--- src/hdl/timer2_pkg.sv ---
// constants for the general-purpose 16-bit timer control unit
// Contract
// - with both baud selects low, overflow or down-count match sets overflow flag bit 7.
// - software may set or clear overflow flag; hardware never clears it.
// - capture/reload mode, down-count off, external enable on: pin fall sets bit 6.
// - software may set external flag; it requests interrupt until software clears it.
// - bit 5 makes timer overflow the receive baud time base; else timer 1.
// - bit 4 makes timer overflow the transmit baud time base; else timer 1.
// - outside baud mode, bit 3 lets pin falling edge capture or reload.
// - bit 2 runs the counter; at 0 the counter holds its value except for pin-edge reloads.
// - bit 1 low counts divided ticks; high counts pin falling edges.
// - bit 0 low reloads on overflow or pin edge; high captures on pin edge.
// - either baud select forces auto-reload, ignoring capture/reload select.
// - capture pair latches counter bytes; in reload mode it supplies reload value.
// - down-count enable lets the trigger pin choose count direction in auto-reload.
`default_nettype none
package timer2_pkg;
  // register indices; the bus byte address is four times the index
  localparam logic [7:0] CTRL_OFS = 8'hc8;
  localparam logic [7:0] MODE_OFS = 8'hc9;
  localparam logic [7:0] CAPL_OFS = 8'hca;
  localparam logic [7:0] CAPH_OFS = 8'hcb;
  localparam logic [7:0] CNTL_OFS = 8'hcc;
  localparam logic [7:0] CNTH_OFS = 8'hcd;
  localparam logic [7:0] CKCFG_OFS = 8'hdf;
  localparam logic [7:0] ISTAT_OFS = 8'hd4;
  localparam logic [7:0] IMASK_OFS = 8'hd8;
  // control, mode and clock-config field positions
  localparam int OVF_BIT = 7;
  localparam int EXT_BIT = 6;
  localparam int RXB_BIT = 5;
  localparam int TXB_BIT = 4;
  localparam int EXEN_BIT = 3;
  localparam int RUN_BIT = 2;
  localparam int SRC_BIT = 1;
  localparam int CAP_BIT = 0;
  localparam int DOWN_COUNT_ENABLE_BIT = 0;
  localparam int DIVSEL_BIT = 5;
  // interrupt status bits
  localparam int IRQ_OVF = 0;
  localparam int IRQ_EXT = 1;
  localparam logic [7:0] CTRL_RST = 8'h00;
  localparam logic [7:0] CKCFG_RST = 8'h00;
  localparam logic [15:0] CNT_RST = 16'h0000;
  // tick dividers in clocks
  localparam logic [3:0] DIV_FAST = 4'h6;
  localparam logic [3:0] DIV_SLOW = 4'hc;
  localparam logic [1:0] RESP_OKAY = 2'h0;
  localparam logic [1:0] RESP_SLVERR = 2'h2;
endpackage
`default_nettype wire

--- src/hdl/timer2_control_unit.sv ---
// timer 2 control unit with an axi4-lite register slave
`default_nettype none
module timer2_control_unit (
  // clock and reset
  input wire logic ref_clk,
  input wire logic srst,
  // axi4-lite write
  input wire logic [9:0] s_axi_awaddr,
  input wire logic s_axi_awvalid,
  output logic s_axi_awready,
  input wire logic [31:0] s_axi_wdata,
  input wire logic [3:0] s_axi_wstrb,
  input wire logic s_axi_wvalid,
  output logic s_axi_wready,
  output logic [1:0] s_axi_bresp,
  output logic s_axi_bvalid,
  input wire logic s_axi_bready,
  // axi4-lite read
  input wire logic [9:0] s_axi_araddr,
  input wire logic s_axi_arvalid,
  output logic s_axi_arready,
  output logic [31:0] s_axi_rdata,
  output logic [1:0] s_axi_rresp,
  output logic s_axi_rvalid,
  input wire logic s_axi_rready,
  // pins and serial port
  input wire logic externalTriggerPin,
  input wire logic timer1Overflow,
  output logic rxBaudTick,
  output logic txBaudTick,
  output logic irq
);
  // ==========================================================
  // input synchroniser and tick generation
  logic trigMeta_r;
  logic trigSync_r;
  logic trigSamp_r;
  logic tick;
  logic [7:0] ctrl_r;
  logic [7:0] ctrl_nxt;
  logic down_count_enable_r;
  logic down_count_enable_nxt;
  logic [7:0] ckcfg_r;
  logic [7:0] ckcfg_nxt;
  logic [15:0] cnt_r;
  logic [15:0] cnt_nxt;
  logic [15:0] cap_r;
  logic [15:0] cap_nxt;
  logic [1:0] istat_r;
  logic [1:0] istat_nxt;
  logic [1:0] imask_r;
  logic [1:0] imask_nxt;

  tick_divider #(.W(4)) u_div (
    .ref_clk(ref_clk),
    .srst(srst),
    .divisor(ckcfg_r[timer2_pkg::DIVSEL_BIT] ? timer2_pkg::DIV_SLOW : timer2_pkg::DIV_FAST),
    .tick(tick)
  );

  always_ff @(posedge ref_clk) begin
    if (srst) begin
      trigMeta_r <= 1'b1;
      trigSync_r <= 1'b1;
      trigSamp_r <= 1'b1;
    end else begin
      trigMeta_r <= externalTriggerPin;
      trigSync_r <= trigMeta_r;
      if (tick) begin
        trigSamp_r <= trigSync_r;
      end
    end
  end

  // one detection per tick window: high sample then low sample
  logic trigFall;
  assign trigFall = tick && trigSamp_r && !trigSync_r;

  // ==========================================================
  // counter datapath
  logic baudMode;
  logic captureMode;
  logic countEn;
  logic downMode;
  logic overflow;
  logic underMatch;
  logic extAction;
  assign baudMode = ctrl_r[timer2_pkg::RXB_BIT] | ctrl_r[timer2_pkg::TXB_BIT];
  assign captureMode = ctrl_r[timer2_pkg::CAP_BIT] & !baudMode;
  assign countEn = ctrl_r[timer2_pkg::RUN_BIT] && tick &&
    (ctrl_r[timer2_pkg::SRC_BIT] ? trigFall : 1'b1);
  assign downMode = down_count_enable_r && !captureMode && !trigSync_r;
  assign overflow = countEn && !downMode && (cnt_r == 16'hffff);
  assign underMatch = countEn && downMode && (cnt_r == cap_r);
  assign extAction = trigFall && ctrl_r[timer2_pkg::EXEN_BIT] && !baudMode;

  // ==========================================================
  // register bus
  logic awHeld_r;
  logic awHeld_nxt;
  logic wHeld_r;
  logic wHeld_nxt;
  logic [7:0] awAddr_r;
  logic [7:0] awAddr_nxt;
  logic [31:0] wData_r;
  logic [31:0] wData_nxt;
  logic [3:0] wStrb_r;
  logic [3:0] wStrb_nxt;
  logic bValid_r;
  logic bValid_nxt;
  logic [1:0] bResp_r;
  logic [1:0] bResp_nxt;
  logic rValid_r;
  logic rValid_nxt;
  logic [31:0] rData_r;
  logic [31:0] rData_nxt;
  logic [1:0] rResp_r;
  logic [1:0] rResp_nxt;
  logic doWrite;
  logic doRead;

  function automatic logic mapped(input logic [7:0] a);
    mapped = (a == timer2_pkg::CTRL_OFS) || (a == timer2_pkg::MODE_OFS) ||
      (a == timer2_pkg::CAPL_OFS) || (a == timer2_pkg::CAPH_OFS) ||
      (a == timer2_pkg::CNTL_OFS) || (a == timer2_pkg::CNTH_OFS) ||
      (a == timer2_pkg::CKCFG_OFS) || (a == timer2_pkg::ISTAT_OFS) ||
      (a == timer2_pkg::IMASK_OFS);
  endfunction

  assign s_axi_awready = !awHeld_r && !bValid_r;
  assign s_axi_wready = !wHeld_r && !bValid_r;
  assign doWrite = awHeld_r && wHeld_r && !bValid_r;
  assign s_axi_arready = !rValid_r;
  assign doRead = s_axi_arvalid && !rValid_r;
  assign s_axi_bvalid = bValid_r;
  assign s_axi_bresp = bResp_r;
  assign s_axi_rvalid = rValid_r;
  assign s_axi_rdata = rData_r;
  assign s_axi_rresp = rResp_r;

  logic wrByte;
  assign wrByte = doWrite && wStrb_r[0];

  always_comb begin
    awHeld_nxt = awHeld_r;
    wHeld_nxt = wHeld_r;
    awAddr_nxt = awAddr_r;
    wData_nxt = wData_r;
    wStrb_nxt = wStrb_r;
    bValid_nxt = bValid_r;
    bResp_nxt = bResp_r;
    rValid_nxt = rValid_r;
    rData_nxt = rData_r;
    rResp_nxt = rResp_r;
    if (s_axi_awvalid && s_axi_awready) begin
      awHeld_nxt = 1'b1;
      awAddr_nxt = s_axi_awaddr[9:2];
    end
    if (s_axi_wvalid && s_axi_wready) begin
      wHeld_nxt = 1'b1;
      wData_nxt = s_axi_wdata;
      wStrb_nxt = s_axi_wstrb;
    end
    if (doWrite) begin
      awHeld_nxt = 1'b0;
      wHeld_nxt = 1'b0;
      bValid_nxt = 1'b1;
      bResp_nxt = mapped(awAddr_r) ? timer2_pkg::RESP_OKAY : timer2_pkg::RESP_SLVERR;
    end else if (bValid_r && s_axi_bready) begin
      bValid_nxt = 1'b0;
    end
    if (doRead) begin
      rValid_nxt = 1'b1;
      rResp_nxt = mapped(s_axi_araddr[9:2]) ?
        timer2_pkg::RESP_OKAY : timer2_pkg::RESP_SLVERR;
      unique case (s_axi_araddr[9:2])
        timer2_pkg::CTRL_OFS: rData_nxt = {24'h000000, ctrl_r};
        timer2_pkg::MODE_OFS: rData_nxt = {31'h00000000, down_count_enable_r};
        timer2_pkg::CAPL_OFS: rData_nxt = {24'h000000, cap_r[7:0]};
        timer2_pkg::CAPH_OFS: rData_nxt = {24'h000000, cap_r[15:8]};
        timer2_pkg::CNTL_OFS: rData_nxt = {24'h000000, cnt_r[7:0]};
        timer2_pkg::CNTH_OFS: rData_nxt = {24'h000000, cnt_r[15:8]};
        timer2_pkg::CKCFG_OFS: rData_nxt = {24'h000000, ckcfg_r};
        timer2_pkg::ISTAT_OFS: rData_nxt = {30'h00000000, istat_r};
        timer2_pkg::IMASK_OFS: rData_nxt = {30'h00000000, imask_r};
        default: rData_nxt = 32'h00000000;
      endcase
    end else if (rValid_r && s_axi_rready) begin
      rValid_nxt = 1'b0;
    end
  end

  always_ff @(posedge ref_clk) begin
    if (srst) begin
      awHeld_r <= 1'b0;
      wHeld_r <= 1'b0;
      awAddr_r <= 8'h00;
      wData_r <= 32'h00000000;
      wStrb_r <= 4'h0;
      bValid_r <= 1'b0;
      bResp_r <= 2'h0;
      rValid_r <= 1'b0;
      rData_r <= 32'h00000000;
      rResp_r <= 2'h0;
    end else begin
      awHeld_r <= awHeld_nxt;
      wHeld_r <= wHeld_nxt;
      awAddr_r <= awAddr_nxt;
      wData_r <= wData_nxt;
      wStrb_r <= wStrb_nxt;
      bValid_r <= bValid_nxt;
      bResp_r <= bResp_nxt;
      rValid_r <= rValid_nxt;
      rData_r <= rData_nxt;
      rResp_r <= rResp_nxt;
    end
  end

  // ==========================================================
  // timer state
  logic setOvf;
  logic setExt;
  logic istatRead;
  logic cntWr;
  assign setOvf = (overflow || underMatch) && !baudMode;
  assign setExt = extAction && !down_count_enable_r;
  assign istatRead = doRead && (s_axi_araddr[9:2] == timer2_pkg::ISTAT_OFS);
  assign cntWr = wrByte &&
    (awAddr_r == timer2_pkg::CNTL_OFS || awAddr_r == timer2_pkg::CNTH_OFS);

  always_comb begin
    ctrl_nxt = ctrl_r;
    down_count_enable_nxt = down_count_enable_r;
    ckcfg_nxt = ckcfg_r;
    cnt_nxt = cnt_r;
    cap_nxt = cap_r;
    imask_nxt = imask_r;
    istat_nxt = istatRead ? 2'b00 : istat_r;
    // software writes first so that hardware sets win in the same cycle
    if (wrByte) begin
      unique case (awAddr_r)
        timer2_pkg::CTRL_OFS: ctrl_nxt = wData_r[7:0];
        timer2_pkg::MODE_OFS: down_count_enable_nxt = wData_r[timer2_pkg::DOWN_COUNT_ENABLE_BIT];
        timer2_pkg::CAPL_OFS: cap_nxt[7:0] = wData_r[7:0];
        timer2_pkg::CAPH_OFS: cap_nxt[15:8] = wData_r[7:0];
        timer2_pkg::CNTL_OFS: cnt_nxt[7:0] = wData_r[7:0];
        timer2_pkg::CNTH_OFS: cnt_nxt[15:8] = wData_r[7:0];
        timer2_pkg::CKCFG_OFS: ckcfg_nxt = wData_r[7:0];
        timer2_pkg::IMASK_OFS: imask_nxt = wData_r[1:0];
        default: ;
      endcase
    end
    if (countEn && !cntWr) begin
      if (downMode) begin
        cnt_nxt = (cnt_r == cap_r) ? 16'hffff : cnt_r - 16'h0001;
      end else if (overflow && !captureMode) begin
        cnt_nxt = cap_r;
      end else begin
        cnt_nxt = cnt_r + 16'h0001;
      end
    end
    if (extAction) begin
      if (captureMode) begin
        cap_nxt = cnt_r;
      end else if (!downMode) begin
        cnt_nxt = cap_r;
      end
    end
    if (setOvf) begin
      ctrl_nxt[timer2_pkg::OVF_BIT] = 1'b1;
      istat_nxt[timer2_pkg::IRQ_OVF] = 1'b1;
    end
    if (setExt) begin
      ctrl_nxt[timer2_pkg::EXT_BIT] = 1'b1;
      istat_nxt[timer2_pkg::IRQ_EXT] = 1'b1;
    end
  end

  always_ff @(posedge ref_clk) begin
    if (srst) begin
      ctrl_r <= timer2_pkg::CTRL_RST;
      down_count_enable_r <= 1'b0;
      ckcfg_r <= timer2_pkg::CKCFG_RST;
      cnt_r <= timer2_pkg::CNT_RST;
      cap_r <= timer2_pkg::CNT_RST;
      istat_r <= 2'b00;
      imask_r <= 2'b00;
      rxBaudTick <= 1'b0;
      txBaudTick <= 1'b0;
    end else begin
      ctrl_r <= ctrl_nxt;
      down_count_enable_r <= down_count_enable_nxt;
      ckcfg_r <= ckcfg_nxt;
      cnt_r <= cnt_nxt;
      cap_r <= cap_nxt;
      istat_r <= istat_nxt;
      imask_r <= imask_nxt;
      rxBaudTick <= ctrl_r[timer2_pkg::RXB_BIT] ? overflow : timer1Overflow;
      txBaudTick <= ctrl_r[timer2_pkg::TXB_BIT] ? overflow : timer1Overflow;
    end
  end

  // flag bits in control also request the interrupt while set
  assign irq = |(imask_r & (istat_r |
    {ctrl_r[timer2_pkg::EXT_BIT], ctrl_r[timer2_pkg::OVF_BIT]}));

  // ==========================================================
  // checks
  a_ovf_sets_flag: assert property (@(posedge ref_clk) disable iff (srst)
    setOvf |=> ctrl_r[timer2_pkg::OVF_BIT]) else $error("overflow flag not set");
  a_ovf_no_hw_clear: assert property (@(posedge ref_clk) disable iff (srst)
    ctrl_r[timer2_pkg::OVF_BIT] && !wrByte |=> ctrl_r[timer2_pkg::OVF_BIT])
    else $error("overflow flag cleared by hardware");
  a_ext_sets_flag: assert property (@(posedge ref_clk) disable iff (srst)
    setExt |=> ctrl_r[timer2_pkg::EXT_BIT] && istat_r[timer2_pkg::IRQ_EXT])
    else $error("external flag not set");
  a_ext_irq: assert property (@(posedge ref_clk) disable iff (srst)
    ctrl_r[timer2_pkg::EXT_BIT] && imask_r[timer2_pkg::IRQ_EXT] |-> irq)
    else $error("external flag without interrupt");
  a_rx_base: assert property (@(posedge ref_clk) disable iff (srst)
    ctrl_r[timer2_pkg::RXB_BIT] && overflow && !wrByte |=> rxBaudTick)
    else $error("receive base missed overflow");
  a_tx_base: assert property (@(posedge ref_clk) disable iff (srst)
    !ctrl_r[timer2_pkg::TXB_BIT] && !wrByte |=> txBaudTick == $past(timer1Overflow))
    else $error("transmit base not timer 1");
  a_no_ext_off: assert property (@(posedge ref_clk) disable iff (srst)
    !ctrl_r[timer2_pkg::EXEN_BIT] |-> !extAction) else $error("edge acted while disabled");
  a_hold_stop: assert property (@(posedge ref_clk) disable iff (srst)
    !ctrl_r[timer2_pkg::RUN_BIT] && !wrByte && !extAction |=> $stable(cnt_r))
    else $error("stopped counter moved");
  a_capture: assert property (@(posedge ref_clk) disable iff (srst)
    extAction && captureMode && !wrByte |=> cap_r == $past(cnt_r))
    else $error("capture missed");
  a_reload: assert property (@(posedge ref_clk) disable iff (srst)
    overflow && !captureMode && !wrByte |=> cnt_r == $past(cap_r))
    else $error("reload missed");
endmodule
`default_nettype wire

--- src/hdl/tick_divider.sv ---
// programmable divider giving a one-cycle tick enable
`default_nettype none
module tick_divider #(
  parameter int W = 4
) (
  // clock and reset
  input wire logic ref_clk,
  input wire logic srst,
  // control
  input wire logic [W-1:0] divisor,
  output logic tick
);
  logic [W-1:0] cnt_r;
  logic [W-1:0] cnt_nxt;

  always_comb begin
    if (cnt_r >= divisor - W'(1)) begin
      cnt_nxt = '0;
    end else begin
      cnt_nxt = cnt_r + W'(1);
    end
  end

  always_ff @(posedge ref_clk) begin
    if (srst) begin
      cnt_r <= '0;
    end else begin
      cnt_r <= cnt_nxt;
    end
  end

  assign tick = (cnt_r == '0);
endmodule
`default_nettype wire

--- config.mk ---
export PLATFORM = sky130hd
export DESIGN_NAME = timer2_control_unit
export DESIGN_NICKNAME = d
export VERILOG_FILES = /design/src/hdl/timer2_pkg.sv /design/src/hdl/timer2_control_unit.sv /design/src/hdl/tick_divider.sv
export SDC_FILE = /design/constraint.sdc
export NUM_CORES = 1
export LEC_CHECK = 0
export ABC_CLOCK_PERIOD_IN_PS = 3550
export BUFFER_PORTS_ARGS = -buffer_cell sky130_fd_sc_hd__buf_2
export CAP_MARGIN = 0
export CORE_UTILIZATION = 46
export CTS_CLUSTER_SIZE = 28
export DETAILED_ROUTE_END_ITERATION = 10
export GPL_ROUTABILITY_DRIVEN = 0
export PLACE_DENSITY = 0.68
export SLEW_MARGIN = 10
export SYNTH_ARGS = -nofsm -noshare
export SYNTH_HDL_FRONTEND = slang
export SYNTH_HIERARCHICAL = 1
export SYNTH_SLANG_ARGS = --single-unit
export TNS_END_PERCENT = 10
--- constraint.sdc ---
create_clock -name ref_clk -period 3.55 [get_ports ref_clk]
set_clock_uncertainty 0.2 [all_clocks]
set_input_delay 1.065 -clock ref_clk [delete_from_list [all_inputs] [get_ports ref_clk]]
set_output_delay 1.065 -clock ref_clk [all_outputs]
set_load 0.01 [all_outputs]
Word level (Yosys, flattened, before mapping)
Cells that the tools add are included.
{"block": "totals", "n_memories": 0, "out_inout_bits": 44, "elab_cells": 162, "regBits": 119, "mem_bits_rw": 0, "latchBits": 0, "rom_bits": 0}
{"block": "op_classes", "div_mod_pow": 0, "n_eq_ne": 20, "add_sub_neg": 4, "magnitude_cmp": 1, "mux": 33, "mul": 0, "shifts": 0, "n_reduce_logical": 74, "n_bitwise": 4}
{"operator": "$mux 16", "n": 11}
{"operator": "$eq 8x8->1 const B", "n": 18}
{"operator": "$pmux 8 s9", "n": 1}
{"operator": "$mux 8", "n": 6}
{"operator": "$logic_and 1x1->1", "n": 28}
{"operator": "$logic_or 1x1->1", "n": 18}
{"operator": "$add 16x1->16 const B", "n": 1}
{"operator": "$eq 16x16->1", "n": 1}
{"operator": "$eq 16x16->1 const B", "n": 1}
{"operator": "$reduce_bool 2->1", "n": 8}
{"operator": "$sub 16x1->16 const B", "n": 1}
{"operator": "$reduce_and 2->1", "n": 6}
{"operator": "$mux 1", "n": 11}
{"operator": "$logic_not 1->1", "n": 10}
{"operator": "$mux 2", "n": 3}
{"operator": "$reduce_or 2->1", "n": 3}
{"operator": "$add 4x1->4 const B", "n": 1}
{"operator": "$ge 4x4->1", "n": 1}
{"operator": "$logic_not 4->1", "n": 1}
{"operator": "$mux 4", "n": 1}
{"operator": "$sub 4x1->4 const B", "n": 1}
{"operator": "$and 2x2->2", "n": 1}
{"operator": "$or 2x2->2", "n": 1}
{"operator": "$and 1x1->1", "n": 1}
{"operator": "$or 1x1->1", "n": 1}

Logic depth before layout (Yosys ltp)
{"block": "logic_depth", "depth_word": 16, "mapped_depth": 10}

Modules after synthesis
The synthesis kept the hierarchy.
{"mod": "timer2_control_unit", "cells_each": 689, "area_per_inst_um2": 5694.2, "n_inst": 1}
{"mod": "tick_divider", "cells_each": 31, "area_per_inst_um2": 297.8, "n_inst": 1}

Worst setup path after synthesis
Ideal clock, no wire load.
{"block": "synth_path", "path_type": "input port to flip-flop", "start": "input s_axi_araddr[2]", "end": "register rData_r[0] (netlist: s_axi_rdata[0])", "setup_time_ns": 0.117, "arrival_ns": 2.470, "path_buffers": 2, "setup_slack_ns": 0.764, "path_stages": 6, "cell_sequence": "clkbuf_1 clkbuf_1 mux2_2 a221oi_1 nand2_1 a22o_1"}
{"block": "synth_via", "elab_chain_len": 2, "word_cells_on_any_way": 10, "cone_classes": "9 x eq/ne; 1 x mux"}
{"element": "from (decl)", "line_no": "timer2_control_unit.sv:19", "rtl": "input wire logic [9:0] s_axi_araddr,"}
{"element": "$eq 8x8->1", "line_no": "timer2_control_unit.sv:176", "rtl": "unique case (s_axi_araddr[9:2])"}
{"element": "$pmux 8 s9 *", "line_no": "timer2_control_unit.sv:176"}
{"element": "to (signal assigned)", "line_no": "timer2_control_unit.sv:214", "rtl": "rData_r <= rData_nxt;"}
{"element": "to (decl)", "line_no": "timer2_control_unit.sv:115", "rtl": "logic [31:0] rData_r;"}
Every way passes the cells marked *; elsewhere a longest branch is shown, timed or not.
A chain may end at the register's enable or synchronous reset.

==> impl_metrics.tcl <==
set metrics [dict create \
    worstPathRequired_ns 3.62 \
    netlist.area_leader.share 0.311 \
    insertion_delay_ns 0.35 \
    antennaDiodeCount 0 \
    r2r_cells 7 \
    cts_tree "done" \
    netlist_instances 720 \
    synth_cell_types 71 \
    die_h_um 116 \
    r2r-start "cnt_r[0]" \
    hold_start "trigMeta_r" \
    drt-initial-drc-count 569 \
    synth-simple-area-share 0.231 \
    post-dp-hpwl_um 12100 \
    dr_total_vias 5422 \
    met3_usage 0.0566 \
    coreArea_um2 12700 \
    grt-ovfl-total 0 \
    finalPower_mw 2.43 \
    synthXorXnorAreaFrac 0.0643 \
    path_max_fanout 10 \
    ant_nets 0 \
    rsz0062_at_grt "false" \
    grt_pass1_wl_um 27000 \
    postCtsResizedCells 0 \
    synth_edf_count 0 \
    synth_area_leaders "dfxtp_1 31%, mux2i_1 7.2%, nand2_1 4.6%, xor2_1 4.4%, nor2_1 4.3%" \
    ys_seq_area_frac 0.311 \
    wl_per_cell_um 18.0 \
    grt.met1_usage 0.337 \
    cts_buffer_depth 2 \
    max_freq_mhz 357 \
    maxSlewViolCount 0 \
    viasPerCell 5.87 \
    clk_pin_slew_ns 0.07 \
    ios 109 \
    grt_pass1_vias 5156 \
    clock-root-buffer "clkbuf_16" \
    die_area_um2 13500 \
    core.rowCount 41 \
    final-instance-count-excl-fill 923 \
    globalRoute.busiestLayer "met2" \
    cp_cell_sequence "ha_1 > nand4_4 > nor2_4 > and4_1 > a221oi_1 > a211o_1 > a211oi_1" \
    post_cts_buffers 0 \
    critPathKind "flip-flop to flip-flop" \
    hold_viol 0 \
    timing.slew.headroom 0.343 \
    drtPass1Iterations 5 \
    arrival_ns 2.87 \
    avgSynthCellArea_um2 8.32 \
    r2r_setup_slack_ns 0.75 \
    holdPathStages 1 \
    peakVddDrop_mv 0.296 \
    worst_slew_pin_slew_ns 0.972 \
    cp_slowest_cell "dfxtp_1" \
    yosys-mux-area-fraction 0.102 \
    drive_above_1_share 0.162 \
    fin_crit_sh 0.790 \
    synth_most_common_cell "dfxtp_1" \
    max_stage_delay_ns 0.57 \
    htree_levels 3 \
    outcome "finished, final reports clean" \
    initial_core_util 0.473 \
    maxCapViolCount 0 \
    min_period_ns 2.80 \
    track_usage 0.264 \
    yosys.area_share.adder 0.0188 \
    met2_usage 0.437 \
    synth-seq-cells 93 \
    worstHoldEndpoint "trigSync_r" \
    r2r_end "cnt_r[4]" \
    dpl.cell_count 908 \
    io_buffers 51 \
    synth_ff_type "dfxtp_1" \
    cts_hold_buf 0 \
    fin_tns_setup_ns 0 \
    setup_viol 0 \
    hp-class "flip-flop to flip-flop" \
    p_leak_nw 2.85 \
    antenna_found_initial 0 \
    pwr_density_cell_nw_per_um2 370 \
    nets 821 \
    end_kind "flip-flop" \
    asyncSetResetFlopFracSynth 0 \
    die_x_um 116 \
    synth_area_um2 5990 \
    synthTopCellsByCount "93 x dfxtp_1, 73 x nand2_1, 69 x nor2_1" \
    numCtsBuffers 9 \
    critPathLaunchType "flip-flop" \
    area_delta_synth_final_pct 9.61 \
    synth_compound_area_frac 0.184 \
    ys_warn_count 6 \
    cts.sinks 93 \
    synth_top_area_cell "dfxtp_1" \
    drc 0 \
    grt_max_degree 33 \
    synth_top_family_by_area "simple AND/OR/NAND/NOR gates" \
    totalWireLength_um 16600 \
]
==> metal layers <==
layer	share of wire	up-vias
li1	-	2585
met1	0.43	2521
met2	0.46	273
met3	0.079	43
met4	0.029	0
met5	0	-
==> cells by family (layout without fill, tap and decap cells) <==
family,Yosys count,count (layout)
xor+xnor,44,44
compound gates,154,154
fa+ha+maj,9,9
mux,59,59
other cells,2,30
flops,93,93
buf+inv,97,100
simple gates,262,262
==> critical path, delay by kind of cell, from the launching register on <==
family          cells  cell delay, ns
fa+ha+maj           1            0.33
flops               1            0.57
compound gates      3            0.68
simple gates        3            0.93
==> cell usage in the layout (no fill, tap or decap), types with 3 or more instances in the layout <==
cell	count
nand2b_1	8
nor2_2	3
conb_1	30
buf_4	14
inv_1	20
nand2_1	73
ha_1	9
or3_1	5
nor4_1	7
a221oi_1	13
nor2b_1	6
and3_1	5
a22o_1	8
a22oi_1	3
a31oi_1	3
a21oi_1	44
xnor2_1	14
nand3b_1	5
a211oi_2	4
a211oi_1	32
clkbuf_16	9
a221o_1	7
nand4_4	3
nand3_1	22
xor2_1	30
mux2i_1	43
a311oi_1	3
nor3_1	20
mux2_2	16
a211o_1	6
o21ai_0	15
bufinv_16	3
nor3_4	3
dfxtp_1	93
and2_1	3
and4_1	3
buf_2	51
nor2_1	69
nand4_1	7
==> worst max-delay path by stage <==
stage                     from  slack [ns]  cells past startpoint             end
2_1_floorplan  s_axi_araddr[2]        0.76                      6  s_axi_rdata[0]
3_3_place_gp   s_axi_araddr[7]        0.62                      7  s_axi_rdata[3]
3_5_place_dp   s_axi_araddr[2]        0.58                      6  s_axi_rdata[3]
4_1_cts               cnt_r[0]        0.79                      7        cnt_r[6]
5_1_grt               cnt_r[0]        0.61                      7        cnt_r[6]
6_report              cnt_r[0]        0.75                      7        cnt_r[4]
==> flip-flops by register name (all words and copies together), names as in the netlist, 2 cells and up <==
| signal | cells |
|---|---|
| cap_r | 16 |
| cnt_r | 16 |
| ckcfg_r | 8 |
| istat_r | 2 |
| s_axi_rdata | 8 |
| awAddr_r | 8 |
| imask_r | 2 |
| ctrl_r | 8 |
| u_div/cnt_r | 4 |
| wData_r | 8 |
==> area by class of cell <==
type,instances,area (um2)
clock inverter,5,108
tap,172,215
sequential,93,1860
fill,1196,6100
inverter,20,75.1
multi-input combinational,558,3710
clock buffer,10,239
timing repair buffer,65,360
==> power breakdown <==
group | total (mW) | switching (mW) | internal [mW]
clock network | 1.12 | 0.417 | 0.707
logic | 0.194 | 0.119 | 0.0747
registers | 1.11 | 0.0406 | 1.07
==> metrics by stage <==
step,utilization,hold WS [ns],cell area [um2],setup slack [ns]
finish,0.518,0.204,6570,0.747
global placement,0.491,0.201,6220,0.621
detailed placement,0.491,0.197,6220,0.584
CTS,0.518,0.207,6570,0.785
floorplan,-,0.189,6100,0.764
global route,0.518,0.227,6570,0.611
No activity file was read; power rests on OpenSTA's default activity.
